File: src/hw/fet_ctrl_pkg.sv
// constants shared by the host measurement and fet override block
package fet_ctrl_pkg;

  // register offsets on the i2c register map
  localparam logic [7:0] MEAS_CTRL_ADDR = 8'h85;
  localparam logic [7:0] HOST_CTRL_ADDR = 8'h86;
  localparam logic [7:0] STATUS_ADDR    = 8'h87;
  localparam logic [7:0] RESULT_LO_ADDR = 8'haa;
  localparam logic [7:0] RESULT_HI_ADDR = 8'hab;

  // measurement control fields
  localparam int MEAS_SEL_LSB   = 0;
  localparam int MEAS_SEL_W     = 4;
  localparam int MEAS_GAIN_LSB  = 4;
  localparam int MEAS_GAIN_W    = 2;
  localparam int MEAS_START_BIT = 7;

  // host control fields
  localparam int HOST_SCAN_BIT  = 0;
  localparam int HOST_FETS_BIT  = 1;
  localparam int HOST_HOST_FET_OVERRIDE_BIT  = 2;
  localparam int HOST_DFET_BIT  = 3;
  localparam int HOST_PCFET_BIT = 4;

  // reset values
  localparam logic [7:0] MEAS_CTRL_RST = 8'h00;
  localparam logic [7:0] HOST_CTRL_RST = 8'h00;
  localparam logic [7:0] PTR_RST       = 8'h00;

  // i2c slave address, value is arbitrary
  localparam logic [6:0] DEV_ADDR = 7'h28;

  // adc conversion time, rounded up to whole mclk cycles
  localparam int MCLK_PERIOD_NS = 50;
  localparam int CONV_TIME_NS   = 100000;
  localparam int CONV_CYCLES    =
    (CONV_TIME_NS + MCLK_PERIOD_NS - 1) / MCLK_PERIOD_NS;
  localparam int CONV_CNT_W     = 11;
  localparam logic [CONV_CNT_W-1:0] CONV_CNT_LAST =
    CONV_CNT_W'(CONV_CYCLES - 1);

  localparam int RESULT_W = 14;

  typedef enum logic [2:0] {
    I2C_IDLE, I2C_ADDR, I2C_ADDR_ACK, I2C_WRITE, I2C_WRITE_ACK,
    I2C_READ, I2C_READ_ACK, I2C_READ_NEXT
  } i2c_state_t;

endpackage : fet_ctrl_pkg

File: src/hw/i2c_regs_if.sv
// byte-level link between the i2c slave and the register file
`timescale 1ns/1ps
`default_nettype none
interface i2c_regs_if;
  logic       wr_en;
  logic [7:0] wr_data;
  logic       first_byte;
  logic       rd_adv;
  logic [7:0] rd_data;
  logic       hold_off;

  modport slave (output wr_en, wr_data, first_byte, rd_adv,
                 input  rd_data, hold_off);
  modport regs  (input  wr_en, wr_data, first_byte, rd_adv,
                 output rd_data, hold_off);
endinterface : i2c_regs_if
`default_nettype wire

File: src/hw/i2c_reg_slave.sv
// i2c slave byte engine, scl and sda sampled by mclk
`timescale 1ns/1ps
`default_nettype none
module i2c_reg_slave (
  // clock and reset
  input  wire logic   mclk,
  input  wire logic   rst,
  // i2c pins
  input  wire logic   scl_in,
  input  wire logic   sda_in,
  output logic        sda_oe,
  // register side
  i2c_regs_if.slave   bus
);

  logic [1:0]              scl_s;
  logic [1:0]              sda_s;
  logic                    scl_d;
  logic                    sda_d;
  logic [7:0]              sh;
  logic [3:0]              cnt;
  logic                    rw;
  fet_ctrl_pkg::i2c_state_t state;

  wire scl_rise = scl_s[1] & ~scl_d;
  wire scl_fall = ~scl_s[1] & scl_d;
  wire start_w  = scl_s[1] & scl_d & sda_d & ~sda_s[1];
  wire stop_w   = scl_s[1] & scl_d & ~sda_d & sda_s[1];
  wire addr_hit = (sh[7:1] == fet_ctrl_pkg::DEV_ADDR);

  always_ff @(posedge mclk or posedge rst) begin
    if (rst) begin
      scl_s <= 2'h3;
      sda_s <= 2'h3;
      scl_d <= 1'b1;
      sda_d <= 1'b1;
    end else begin
      scl_s <= {scl_s[0], scl_in};
      sda_s <= {sda_s[0], sda_in};
      scl_d <= scl_s[1];
      sda_d <= sda_s[1];
    end
  end

  always_ff @(posedge mclk or posedge rst) begin
    if (rst) begin
      state          <= fet_ctrl_pkg::I2C_IDLE;
      sh             <= 8'h00;
      cnt            <= 4'h0;
      rw             <= 1'b0;
      sda_oe         <= 1'b0;
      bus.wr_en      <= 1'b0;
      bus.wr_data    <= 8'h00;
      bus.first_byte <= 1'b0;
      bus.rd_adv     <= 1'b0;
    end else begin
      bus.wr_en  <= 1'b0;
      bus.rd_adv <= 1'b0;
      if (start_w) begin
        state  <= fet_ctrl_pkg::I2C_ADDR;
        cnt    <= 4'h0;
        sda_oe <= 1'b0;
      end else if (stop_w) begin
        state  <= fet_ctrl_pkg::I2C_IDLE;
        sda_oe <= 1'b0;
      end else begin
        unique case (state)
          fet_ctrl_pkg::I2C_IDLE: begin
          end
          fet_ctrl_pkg::I2C_ADDR: begin
            if (scl_rise) begin
              sh  <= {sh[6:0], sda_s[1]};
              cnt <= cnt + 4'h1;
            end else if (scl_fall && cnt == 4'h8) begin
              // address is refused while a conversion runs
              if (addr_hit && !bus.hold_off) begin
                sda_oe <= 1'b1;
                rw     <= sh[0];
                state  <= fet_ctrl_pkg::I2C_ADDR_ACK;
              end else begin
                state <= fet_ctrl_pkg::I2C_IDLE;
              end
            end
          end
          fet_ctrl_pkg::I2C_ADDR_ACK: begin
            if (scl_fall) begin
              cnt <= 4'h0;
              if (rw) begin
                sh         <= bus.rd_data;
                bus.rd_adv <= 1'b1;
                sda_oe     <= ~bus.rd_data[7];
                state      <= fet_ctrl_pkg::I2C_READ;
              end else begin
                sda_oe         <= 1'b0;
                bus.first_byte <= 1'b1;
                state          <= fet_ctrl_pkg::I2C_WRITE;
              end
            end
          end
          fet_ctrl_pkg::I2C_WRITE: begin
            if (scl_rise) begin
              sh  <= {sh[6:0], sda_s[1]};
              cnt <= cnt + 4'h1;
            end else if (scl_fall && cnt == 4'h8) begin
              sda_oe      <= 1'b1;
              bus.wr_en   <= 1'b1;
              bus.wr_data <= sh;
              state       <= fet_ctrl_pkg::I2C_WRITE_ACK;
            end
          end
          fet_ctrl_pkg::I2C_WRITE_ACK: begin
            if (scl_fall) begin
              sda_oe         <= 1'b0;
              bus.first_byte <= 1'b0;
              cnt            <= 4'h0;
              state          <= fet_ctrl_pkg::I2C_WRITE;
            end
          end
          fet_ctrl_pkg::I2C_READ: begin
            if (scl_fall) begin
              if (cnt == 4'h7) begin
                sda_oe <= 1'b0;
                state  <= fet_ctrl_pkg::I2C_READ_ACK;
              end else begin
                sh     <= {sh[6:0], 1'b0};
                sda_oe <= ~sh[6];
                cnt    <= cnt + 4'h1;
              end
            end
          end
          fet_ctrl_pkg::I2C_READ_ACK: begin
            if (scl_rise) begin
              state <= sda_s[1] ? fet_ctrl_pkg::I2C_IDLE
                                : fet_ctrl_pkg::I2C_READ_NEXT;
            end
          end
          fet_ctrl_pkg::I2C_READ_NEXT: begin
            if (scl_fall) begin
              sh         <= bus.rd_data;
              bus.rd_adv <= 1'b1;
              sda_oe     <= ~bus.rd_data[7];
              cnt        <= 4'h0;
              state      <= fet_ctrl_pkg::I2C_READ;
            end
          end
        endcase
      end
    end
  end

endmodule : i2c_reg_slave
`default_nettype wire

File: src/hw/host_measure_fet_override.sv
// host scan takeover, single conversions and host fet override
//
// Summary of operation
// - setting scan takeover halts the internal scan and starts the watchdog
// - takeover or fet override hands pack control to host while either is set
// - during takeover host selects input, sets start bit; device starts one conversion
// - each conversion result is kept as 14 bits in the result registers
// - conversion takes about 100 us; address is not acknowledged meanwhile
// - a scan falling due during takeover runs as soon as takeover clears
// - a two-bit gain field in measurement control sets current sense gain
// - with fet override set the host switches the fets freely
// - discharge short circuit turns fets off even under override
// - internal over-temperature turns fets off even under override
// - overvoltage lockout turns charge and precharge fets off
// - open sense wire turns fets off even under override
// - fets stay off while the force-off input is high
// - entering sleep turns fets off even under override
// - during takeover only short circuit and force-off still act on fets
// - force-off beats every other fet control source
`timescale 1ns/1ps
`default_nettype none
module host_measure_fet_override (
  // clock and reset
  input  wire logic        mclk,
  input  wire logic        rst,
  // i2c pins
  input  wire logic        scl_in,
  input  wire logic        sda_in,
  output logic             sda_out,
  output logic             sda_oe,
  // pack protection events
  input  wire logic        short_circuit,
  input  wire logic        internal_overtemp,
  input  wire logic        overvoltage_lockout,
  input  wire logic        open_wire,
  input  wire logic        sleep_entry,
  input  wire logic        fets_force_off,
  // automatic fet requests
  input  wire logic        auto_host_fet_override,
  input  wire logic        auto_dfet,
  input  wire logic        auto_pcfet,
  // internal scan scheduler
  input  wire logic        scan_due,
  output logic             scan_halt,
  output logic             scan_run,
  output logic             watchdog_start,
  output logic             host_pack_control,
  // adc
  input  wire logic [13:0] adc_data,
  output logic             adc_start,
  output logic [3:0]       adc_select,
  output logic [1:0]       current_gain_select,
  // power fets
  output logic             host_fet_override_on,
  output logic             dfet_on,
  output logic             pcfet_on
);

  i2c_regs_if bus ();

  logic [1:0]                           foff_s;
  logic [7:0]                           meas_ctrl_r;
  logic [7:0]                           host_ctrl_r;
  logic [7:0]                           host_ctrl_nxt;
  logic [7:0]                           ptr_r;
  logic [fet_ctrl_pkg::RESULT_W-1:0]    result_r;
  logic                                 busy_r;
  logic [fet_ctrl_pkg::CONV_CNT_W-1:0]  conv_cnt_r;
  logic                                 pending_r;
  logic                                 host_fet_override_r;
  logic                                 dfet_r;
  logic                                 pcfet_r;

  i2c_reg_slave u_slave (
    .mclk   (mclk),
    .rst    (rst),
    .scl_in (scl_in),
    .sda_in (sda_in),
    .sda_oe (sda_oe),
    .bus    (bus.slave)
  );

  assign sda_out = 1'b0;

  always_ff @(posedge mclk or posedge rst) begin
    if (rst) begin
      foff_s <= 2'h0;
    end else begin
      foff_s <= {foff_s[0], fets_force_off};
    end
  end

  // register decode
  wire force_off = foff_s[1];
  wire takeover  = host_ctrl_r[fet_ctrl_pkg::HOST_SCAN_BIT];
  wire override  = host_ctrl_r[fet_ctrl_pkg::HOST_FETS_BIT];
  wire wr_reg    = bus.wr_en & ~bus.first_byte;
  wire wr_meas   = wr_reg & (ptr_r == fet_ctrl_pkg::MEAS_CTRL_ADDR);
  wire wr_host   = wr_reg & (ptr_r == fet_ctrl_pkg::HOST_CTRL_ADDR);
  wire conv_done = busy_r & (conv_cnt_r == fet_ctrl_pkg::CONV_CNT_LAST);
  wire [7:0] status_w = {3'h0, pcfet_r, dfet_r, host_fet_override_r, pending_r, busy_r};
  wire [7:0] meas_rd  = {busy_r, meas_ctrl_r[6:0]};
  wire [7:0] res_lo   = result_r[7:0];
  wire [7:0] res_hi   = {2'h0, result_r[13:8]};

  assign bus.rd_data =
    (ptr_r == fet_ctrl_pkg::MEAS_CTRL_ADDR) ? meas_rd     :
    (ptr_r == fet_ctrl_pkg::HOST_CTRL_ADDR) ? host_ctrl_r :
    (ptr_r == fet_ctrl_pkg::STATUS_ADDR)    ? status_w    :
    (ptr_r == fet_ctrl_pkg::RESULT_LO_ADDR) ? res_lo      :
    (ptr_r == fet_ctrl_pkg::RESULT_HI_ADDR) ? res_hi      : 8'h00;

  assign bus.hold_off = busy_r;

  // start one conversion on start bit
  wire conv_go = wr_meas & bus.wr_data[fet_ctrl_pkg::MEAS_START_BIT]
               & takeover & ~busy_r;

  // held takeover or override hands fets to host
  wire host_mode = override | takeover;

  wire kill_hard = short_circuit | force_off;
  wire kill_all  = kill_hard
                 | (override & ~takeover
                    & (internal_overtemp | open_wire | sleep_entry));
  wire kill_chg  = kill_all | (override & ~takeover & overvoltage_lockout);

  wire [7:0] kill_mask =
      ({7'h00, kill_chg} << fet_ctrl_pkg::HOST_HOST_FET_OVERRIDE_BIT)
    | ({7'h00, kill_chg} << fet_ctrl_pkg::HOST_PCFET_BIT)
    | ({7'h00, kill_all} << fet_ctrl_pkg::HOST_DFET_BIT);

  // host fet bits are cleared by shutdown, host must turn them back on
  always_comb begin
    host_ctrl_nxt = wr_host ? bus.wr_data : host_ctrl_r;
    host_ctrl_nxt = host_ctrl_nxt & ~kill_mask;
  end

  always_ff @(posedge mclk or posedge rst) begin
    if (rst) begin
      meas_ctrl_r <= fet_ctrl_pkg::MEAS_CTRL_RST;
      host_ctrl_r <= fet_ctrl_pkg::HOST_CTRL_RST;
      ptr_r       <= fet_ctrl_pkg::PTR_RST;
    end else begin
      if (wr_meas) begin
        meas_ctrl_r <= bus.wr_data;
      end
      host_ctrl_r <= host_ctrl_nxt;
      if (bus.wr_en && bus.first_byte) begin
        ptr_r <= bus.wr_data;
      end else if (wr_reg || bus.rd_adv) begin
        ptr_r <= ptr_r + 8'h01;
      end
    end
  end

  // gain and input select drive the analog front end
  assign current_gain_select =
    meas_ctrl_r[fet_ctrl_pkg::MEAS_GAIN_LSB +: fet_ctrl_pkg::MEAS_GAIN_W];
  assign adc_select =
    meas_ctrl_r[fet_ctrl_pkg::MEAS_SEL_LSB +: fet_ctrl_pkg::MEAS_SEL_W];

  always_ff @(posedge mclk or posedge rst) begin
    if (rst) begin
      busy_r     <= 1'b0;
      conv_cnt_r <= '0;
      adc_start  <= 1'b0;
      result_r   <= '0;
    end else begin
      adc_start <= conv_go;
      if (conv_go) begin
        busy_r     <= 1'b1;
        conv_cnt_r <= '0;
      end else if (conv_done) begin
        busy_r <= 1'b0;
        // raw 14-bit code kept at adc scale
        result_r <= adc_data;
      end else if (busy_r) begin
        conv_cnt_r <= conv_cnt_r + 1'b1;
      end
    end
  end

  // takeover halts the scan, rising edge starts watchdog
  assign scan_halt         = takeover;
  assign host_pack_control = host_mode;

  always_ff @(posedge mclk or posedge rst) begin
    if (rst) begin
      watchdog_start <= 1'b0;
      pending_r      <= 1'b0;
      scan_run       <= 1'b0;
    end else begin
      watchdog_start <= ~takeover & host_ctrl_nxt[fet_ctrl_pkg::HOST_SCAN_BIT];
      // hold a due scan, release it once takeover clears
      scan_run  <= ~takeover & (scan_due | pending_r);
      pending_r <= takeover & (scan_due | pending_r);
    end
  end

  // fet drive, force-off and short above every source
  wire host_fet_override_nxt  = ~kill_hard & (host_mode
                   ? host_ctrl_nxt[fet_ctrl_pkg::HOST_HOST_FET_OVERRIDE_BIT]  : auto_host_fet_override);
  wire dfet_nxt  = ~kill_hard & (host_mode
                   ? host_ctrl_nxt[fet_ctrl_pkg::HOST_DFET_BIT]  : auto_dfet);
  wire pcfet_nxt = ~kill_hard & (host_mode
                   ? host_ctrl_nxt[fet_ctrl_pkg::HOST_PCFET_BIT] : auto_pcfet);

  always_ff @(posedge mclk or posedge rst) begin
    if (rst) begin
      host_fet_override_r  <= 1'b0;
      dfet_r  <= 1'b0;
      pcfet_r <= 1'b0;
    end else begin
      host_fet_override_r  <= host_fet_override_nxt;
      dfet_r  <= dfet_nxt;
      pcfet_r <= pcfet_nxt;
    end
  end

  assign host_fet_override_on  = host_fet_override_r;
  assign dfet_on  = dfet_r;
  assign pcfet_on = pcfet_r;
endmodule : host_measure_fet_override
`default_nettype wire

File: config.mk
export PLATFORM = sky130hd
export DESIGN_NAME = host_measure_fet_override
export DESIGN_NICKNAME = d
export VERILOG_FILES = /design/src/hw/fet_ctrl_pkg.sv /design/src/hw/i2c_regs_if.sv /design/src/hw/i2c_reg_slave.sv /design/src/hw/host_measure_fet_override.sv
export SDC_FILE = /design/constraint.sdc
export NUM_CORES = 1
export LEC_CHECK = 0
export BUFFER_PORTS_ARGS = -buffer_cell sky130_fd_sc_hd__buf_4
export CORE_ASPECT_RATIO = 1.5
export CORE_UTILIZATION = 24
export DETAILED_ROUTE_END_ITERATION = 10
export HOLD_SLACK_MARGIN = 0.02
export PLACE_DENSITY = 0.4
export SLEW_MARGIN = 20
export SYNTH_ARGS = -nofsm -noshare
export SYNTH_HDL_FRONTEND = slang
export SYNTH_SLANG_ARGS = --single-unit
File: constraint.sdc
create_clock -name mclk -period 5.3 [get_ports mclk]
set_clock_uncertainty 0.15 [all_clocks]
set_input_delay 1.06 -clock mclk [delete_from_list [all_inputs] [get_ports mclk]]
set_output_delay 1.06 -clock mclk [all_outputs]
set_load 0.005 [all_outputs]
### After elaboration in Yosys (flattened, before gate mapping)

Index checks and enable logic that the tools add are counted.

* register bits after elaboration: 92
* bits in latches: 0
* RAM bits: 0
* bits in read-only memories: 0
* output and inout bits: 16
* word-level logic and storage cells: 217
* memories: 0

* add/sub/neg operators: 3
* multipliers: 0
* divide/modulo/power cells: 0
* magnitude comparators: 0
* equality and inequality tests: 41
* shift operators: 0
* mux-type cells: 74
* bitwise operators: 48
* reduce and logical (&&, ||, !) cells: 24

Operator list (number)
* $mux 8: 13
* $mux 3: 14
* $eq 8x8->1 const B: 5
* $ne 4x1->1 const B: 9
* $mux 11: 3
* $pmux 8 s4: 1
* $mux 1: 30
* $mux 4: 6
* $and 1x1->1: 23
* $pmux 3 s7: 1
* $reduce_and 6->1: 3
* $ne 2x1->1 const B: 8
* $not 1->1: 14
* $eq 3x3->1 const B: 4
* $pmux 4 s3: 1
* $add 11x1->11 const B: 1
* $eq 11x11->1 const B: 1
* $reduce_and 11->1: 1
* $reduce_and 10->1: 1
* $ne 3x1->1 const B: 3
* $reduce_and 9->1: 1
* $reduce_bool 9->1: 1
* $add 8x1->8 const B: 1
* $and 8x8->8: 1
* 27 further kinds: 44

### Longest topological paths before layout

* depth after elaboration: 12
* mapped depth: 7
* depth with buffers taken out: 7

### By module

A second synthesis with hierarchy kept.

* cells, all modules: 473
* area, all modules: 4931.0 um^2

By module, submodules not included
* host_measure_fet_override: instances 1, cells an instance 310, area an instance 3144.3 um^2, sequential area each 1451.4 um^2
* i2c_reg_slave: instances 1, cells an instance 163, area an instance 1786.7 um^2, sequential area each 858.3 um^2

### Worst setup path before layout

No wires, ideal clock.

* path type: reg-to-reg
* from: register conv_cnt_r[0] (netlist bit)
* to: register result_r[0] (netlist bit)
* setup time: 0.125 ns
* arrival time: 1.699 ns
* data required time: 5.025 ns
* slack: 3.327 ns
* stages on the path, launching flop included: 8
* buffers on the path: 2
* period minus slack after synthesis: 1.973 ns
* cells stage by stage: dfrtp_1 -> ha_1 -> nand3_1 -> nor4_1 -> and2_1 -> buf_4 -> buf_4 -> mux2_2

* word-level cells in the longest chain between the ends: 3

Ends and longest elaborated chain
* start: declaration: line host_measure_fet_override.sv:68 `logic [fet_ctrl_pkg::CONV_CNT_W-1:0] conv_cnt_r;`
* start signal: assignment: line host_measure_fet_override.sv:179 `conv_cnt_r <= conv_cnt_r + 1'b1;`
* $eq 11x11->1: line host_measure_fet_override.sv:100 `wire conv_done = busy_r & (conv_cnt_r == fet_ctrl_pkg::CONV_CNT_LAST);`
* $and 1x1->1: line host_measure_fet_override.sv:100
* $reduce_and 2->1 (no line)
* end signal: assignment: line host_measure_fet_override.sv:177 `result_r <= adc_data;`
* end: declaration: line host_measure_fet_override.sv:66 `logic [fet_ctrl_pkg::RESULT_W-1:0] result_r;`

Every way passes these cells.
A chain may end at the register's enable or synchronous reset.

### Worst setup path in the final report

* from: register ptr_r[4]
* to: register conv_cnt_r[0] (netlist bit)

* word-level cells in the longest chain between the ends: 7
* elaborated cells between the ends (all ways): 9

Ends and longest elaborated chain
* start: declaration: line host_measure_fet_override.sv:65 `logic [7:0] ptr_r;`
* start signal: assignment: line host_measure_fet_override.sv:143 `ptr_r <= fet_ctrl_pkg::PTR_RST;`
* start signal: assignment: line host_measure_fet_override.sv:150 `ptr_r <= bus.wr_data;`
* start signal: assignment: line host_measure_fet_override.sv:152 `ptr_r <= ptr_r + 8'h01;`
* $eq 8x8->1 (*): line host_measure_fet_override.sv:98 `wire wr_meas = wr_reg & (ptr_r == fet_ctrl_pkg::MEAS_CTRL_ADDR);`
* $and 1x1->1 (*): line host_measure_fet_override.sv:98
* $and 1x1->1 (*): line host_measure_fet_override.sv:116 `wire conv_go = wr_meas & bus.wr_data[fet_ctrl_pkg::MEAS_START_BIT]`
* $and 1x1->1 (*) (2 in series): line host_measure_fet_override.sv:117 `& takeover & ~busy_r;`
* $ne 2x1->1 (no line) or $reduce_bool 2->1 (tied branches)
* $reduce_and 2->1 (no line)

Mark *: on every way between the ends. The rest lies on a longest branch, timed or not.

==> results.yml <==
final_layout:
  layout.nets: 528
  final_common_cell: "dfrtp_1"
  syn_to_final_growth_pct: 15.3
  layout_common_cells: "dfrtp_1 (86), buf_4 (43), mux2_2 (37), nor2_1 (36), nand2_1 (33)"
  drive_above_1_share_pct: 22.7
  diodes: 0
timing:
  max_freq_mhz: 373
  setup_violations: 0
  fin_crit_ns: 2.68
  whs_ns: 0.205
  worstMarginPinSlew_ns: 0.741
  slew_violations: 0
  relSlewSlack_pct: 50.3
  timing.final.crit_share_pct: 50.6
  rsz0062_at_grt: "no"
  finalSetupTns_ns: 0
  timing.final.hold_violations: 0
die:
  placeableCoreArea_um2: 19800
  initial_utilization_pct: 24.5
  num_rows: 63
  io_pins: 44
  dieWidth_um: 118
  dieArea_um2: 20800
  die_h_um: 176
detailed_routing:
  antenna_left: 0
  num_vias: 3605
  viasPerCell: 4.76
  drtPass1Iterations: 4
  drc: 0
  wl_per_cell_um: 16.8
  totalWireLength_um: 12700
  drt-initial-drc-count: 189
power:
  seqPwrFrac_pct: 47.7
  switching_share_pct: 30.0
  ir_drop_v: 0.000111
  p_int_mw: 1.18
  power_per_cell_area_nw_per_um2: 302
  pwr-share-clk_pct: 35.6
  comb_power_share_pct: 16.7
  p_leak_nw: 2.52
  switchingPower_mw: 0.506
cts:
  cts-htree-levels: 3
  clk_latency_ns: 0.35
  cts.clk_slew.worst_paths_ns: 0.07
  root_buffer: "clkbuf_16"
  cts_tree: "yes"
  cts_resized: 0
  hold_buffers: 0
  cts.sinks: 92
  cts_buffers: 9
  cts_setup_buffers: 0
  clk_path_buf_depth: 2
global_route:
  antenna_found_initial: 0
  grt_max_degree: 51
  gr-total-overflow: 0
  grtUsageTotal_pct: 13.1
  grt_pass1_wl_um: 20800
  grt_pass1_vias: 3723
setup_path:
  arrival_ns: 2.74
  crit_type: "flip-flop to flip-flop"
  crit_path_top_delay_cell: "nor3_2"
  crit_family: "simple AND/OR/NAND/NOR gates"
  worst_setup_path_start_kind: "flip-flop"
  crit_chain: "nor3b_2 -> nand4_2 -> nor3_2 -> nand2b_1 -> mux2i_1"
  path_max_fanout: 12
  crit_buf_inv: 0
  cpPeakStageDelay_ns: 0.71
  critPathRequiredTime_ns: 5.36
  cp-end-kind: "flip-flop"
logic_synthesis:
  synth_cell_types: 63
  ys_warn_count: 0
  netlist_instances: 468
  seq_area_frac_synth_pct: 47.7
  synth_area_per_cell_um2: 10.3
  ys_seq_elements: 92
  synthesis.area_um2: 4840
  synth_area_leaders: "dfrtp_1 (44%), mux2_2 (8.6%), dfstp_2 (3.3%)"
  syn_nets: 502
  synth.top_cell.area_share_pct: 44.4
  synth_flop_cell: "dfrtp_1"
  async_flop_share_pct: 100
  synth_edf_count: 0
  yosys.area.top_type: "dfrtp_1"
min_path:
  min_path_type: "flip-flop to flip-flop"
placement:
  gp_congestion: 0.782
  dp_hpwl_um: 9530
  port_buffers: 42
run:
  drv_cap: 0
status:
  status: "completed"
==> worst reg2reg max path, cell delays in order (launching register included) <==
cell and delay [ns]:
dfrtp_1 0.45, nor3b_2 0.58, nand4_2 0.38, nor3_2 0.71, nand2b_1 0.21, mux2i_1 0.07
==> per-layer routing <==
metal  wire length, µm  GRT usage [%]
met1              5250           14.9
met2              6740           23.3
met3               319           2.23
met4               405           6.89
met5                 0              0
==> logic make-up after synthesis <==
family                     Yosys count  synth area share [%]
AOI/OAI and AO/OA                  110                  15.6
DFF                                 92                  47.7
adders and majority gates            6                  1.55
muxes                               49                  11.1
buffers and inverters               44                  4.83
other                                1                0.0774
xor gates and xnor gates            13                  2.35
and+or+nand+nor                    153                  16.8
==> registers in the layout (all words and copies together) (netlist names), 2 cells and up <==
name,cells
u_slave.scl_s,2
conv_cnt_r,11
u_slave.bus.wr_data,8
host_ctrl_r,8
ptr_r,8
u_slave.sda_s,2
u_slave.sh,8
u_slave.cnt,4
u_slave.state,3
foff_s,2
result_r,14
meas_ctrl_r,7
==> power groups by stage <==
stage / logic, mW / registers [mW] / clock network, mW
2_1_floorplan: 0.226 / 0.792 / 0
3_3_place_gp: 0.282 / 0.817 / 0
3_5_place_dp: 0.285 / 0.819 / 0
4_1_cts: 0.286 / 0.805 / 0.624
5_1_grt: 0.317 / 0.813 / 0.653
6_report: 0.281 / 0.805 / 0.601
==> cell usage after synthesis (7+ instances only) <==
cell type	instances
a21oi_1	30
and3_1	10
a22oi_1	7
nand3_1	12
nor2b_1	8
nor2_1	36
nand2_1	33
mux2_2	37
nor3_1	11
o31ai_1	7
o21ai_0	23
mux2i_1	12
inv_1	15
o22ai_1	8
xnor2_1	7
nand2b_1	10
dfrtp_1	86
buf_4	14
==> metrics by stage <==
step                power (mW)  util (%)  worst slack, ns  cells  instance area [µm²]
floorplan                 1.02         -             1.71    468                 4840
global placement          1.10      26.9             2.64    743                 5320
detailed placement        1.10      26.9             2.54    743                 5320
CTS                       1.72      28.2             2.56    758                 5590
global route              1.78      28.2             2.36    758                 5590
finish                    1.69      28.2             2.62    758                 5590
==> final cells by class <==
cell class	count	area [µm²]
inverters	16	62.6
fillers	2056	14200
flip-flops and latches	92	2310
well taps	260	325
repair buffers	43	323
clock inverters	5	37.5
multi-input cells	332	2300
clock buffers	10	229
==> final timing paths <==
path / from / endpoint / slack [ns] / cells after the start
worst max-delay path: ptr_r[4] / conv_cnt_r[0] / 2.62 / 5
worst min-delay path: foff_s[0] / foff_s[1] / 0.21 / 0
worst max register to register: ptr_r[4] / conv_cnt_r[0] / 2.62 / 5
worst min register to register: foff_s[0] / foff_s[1] / 0.21 / 0
max in group asynchronous: rst / u_slave.scl_d / 3.34 / 3
min in group asynchronous: rst / adc_start / 0.64 / 2
Note: power is estimated with default switching activity, not from simulation.
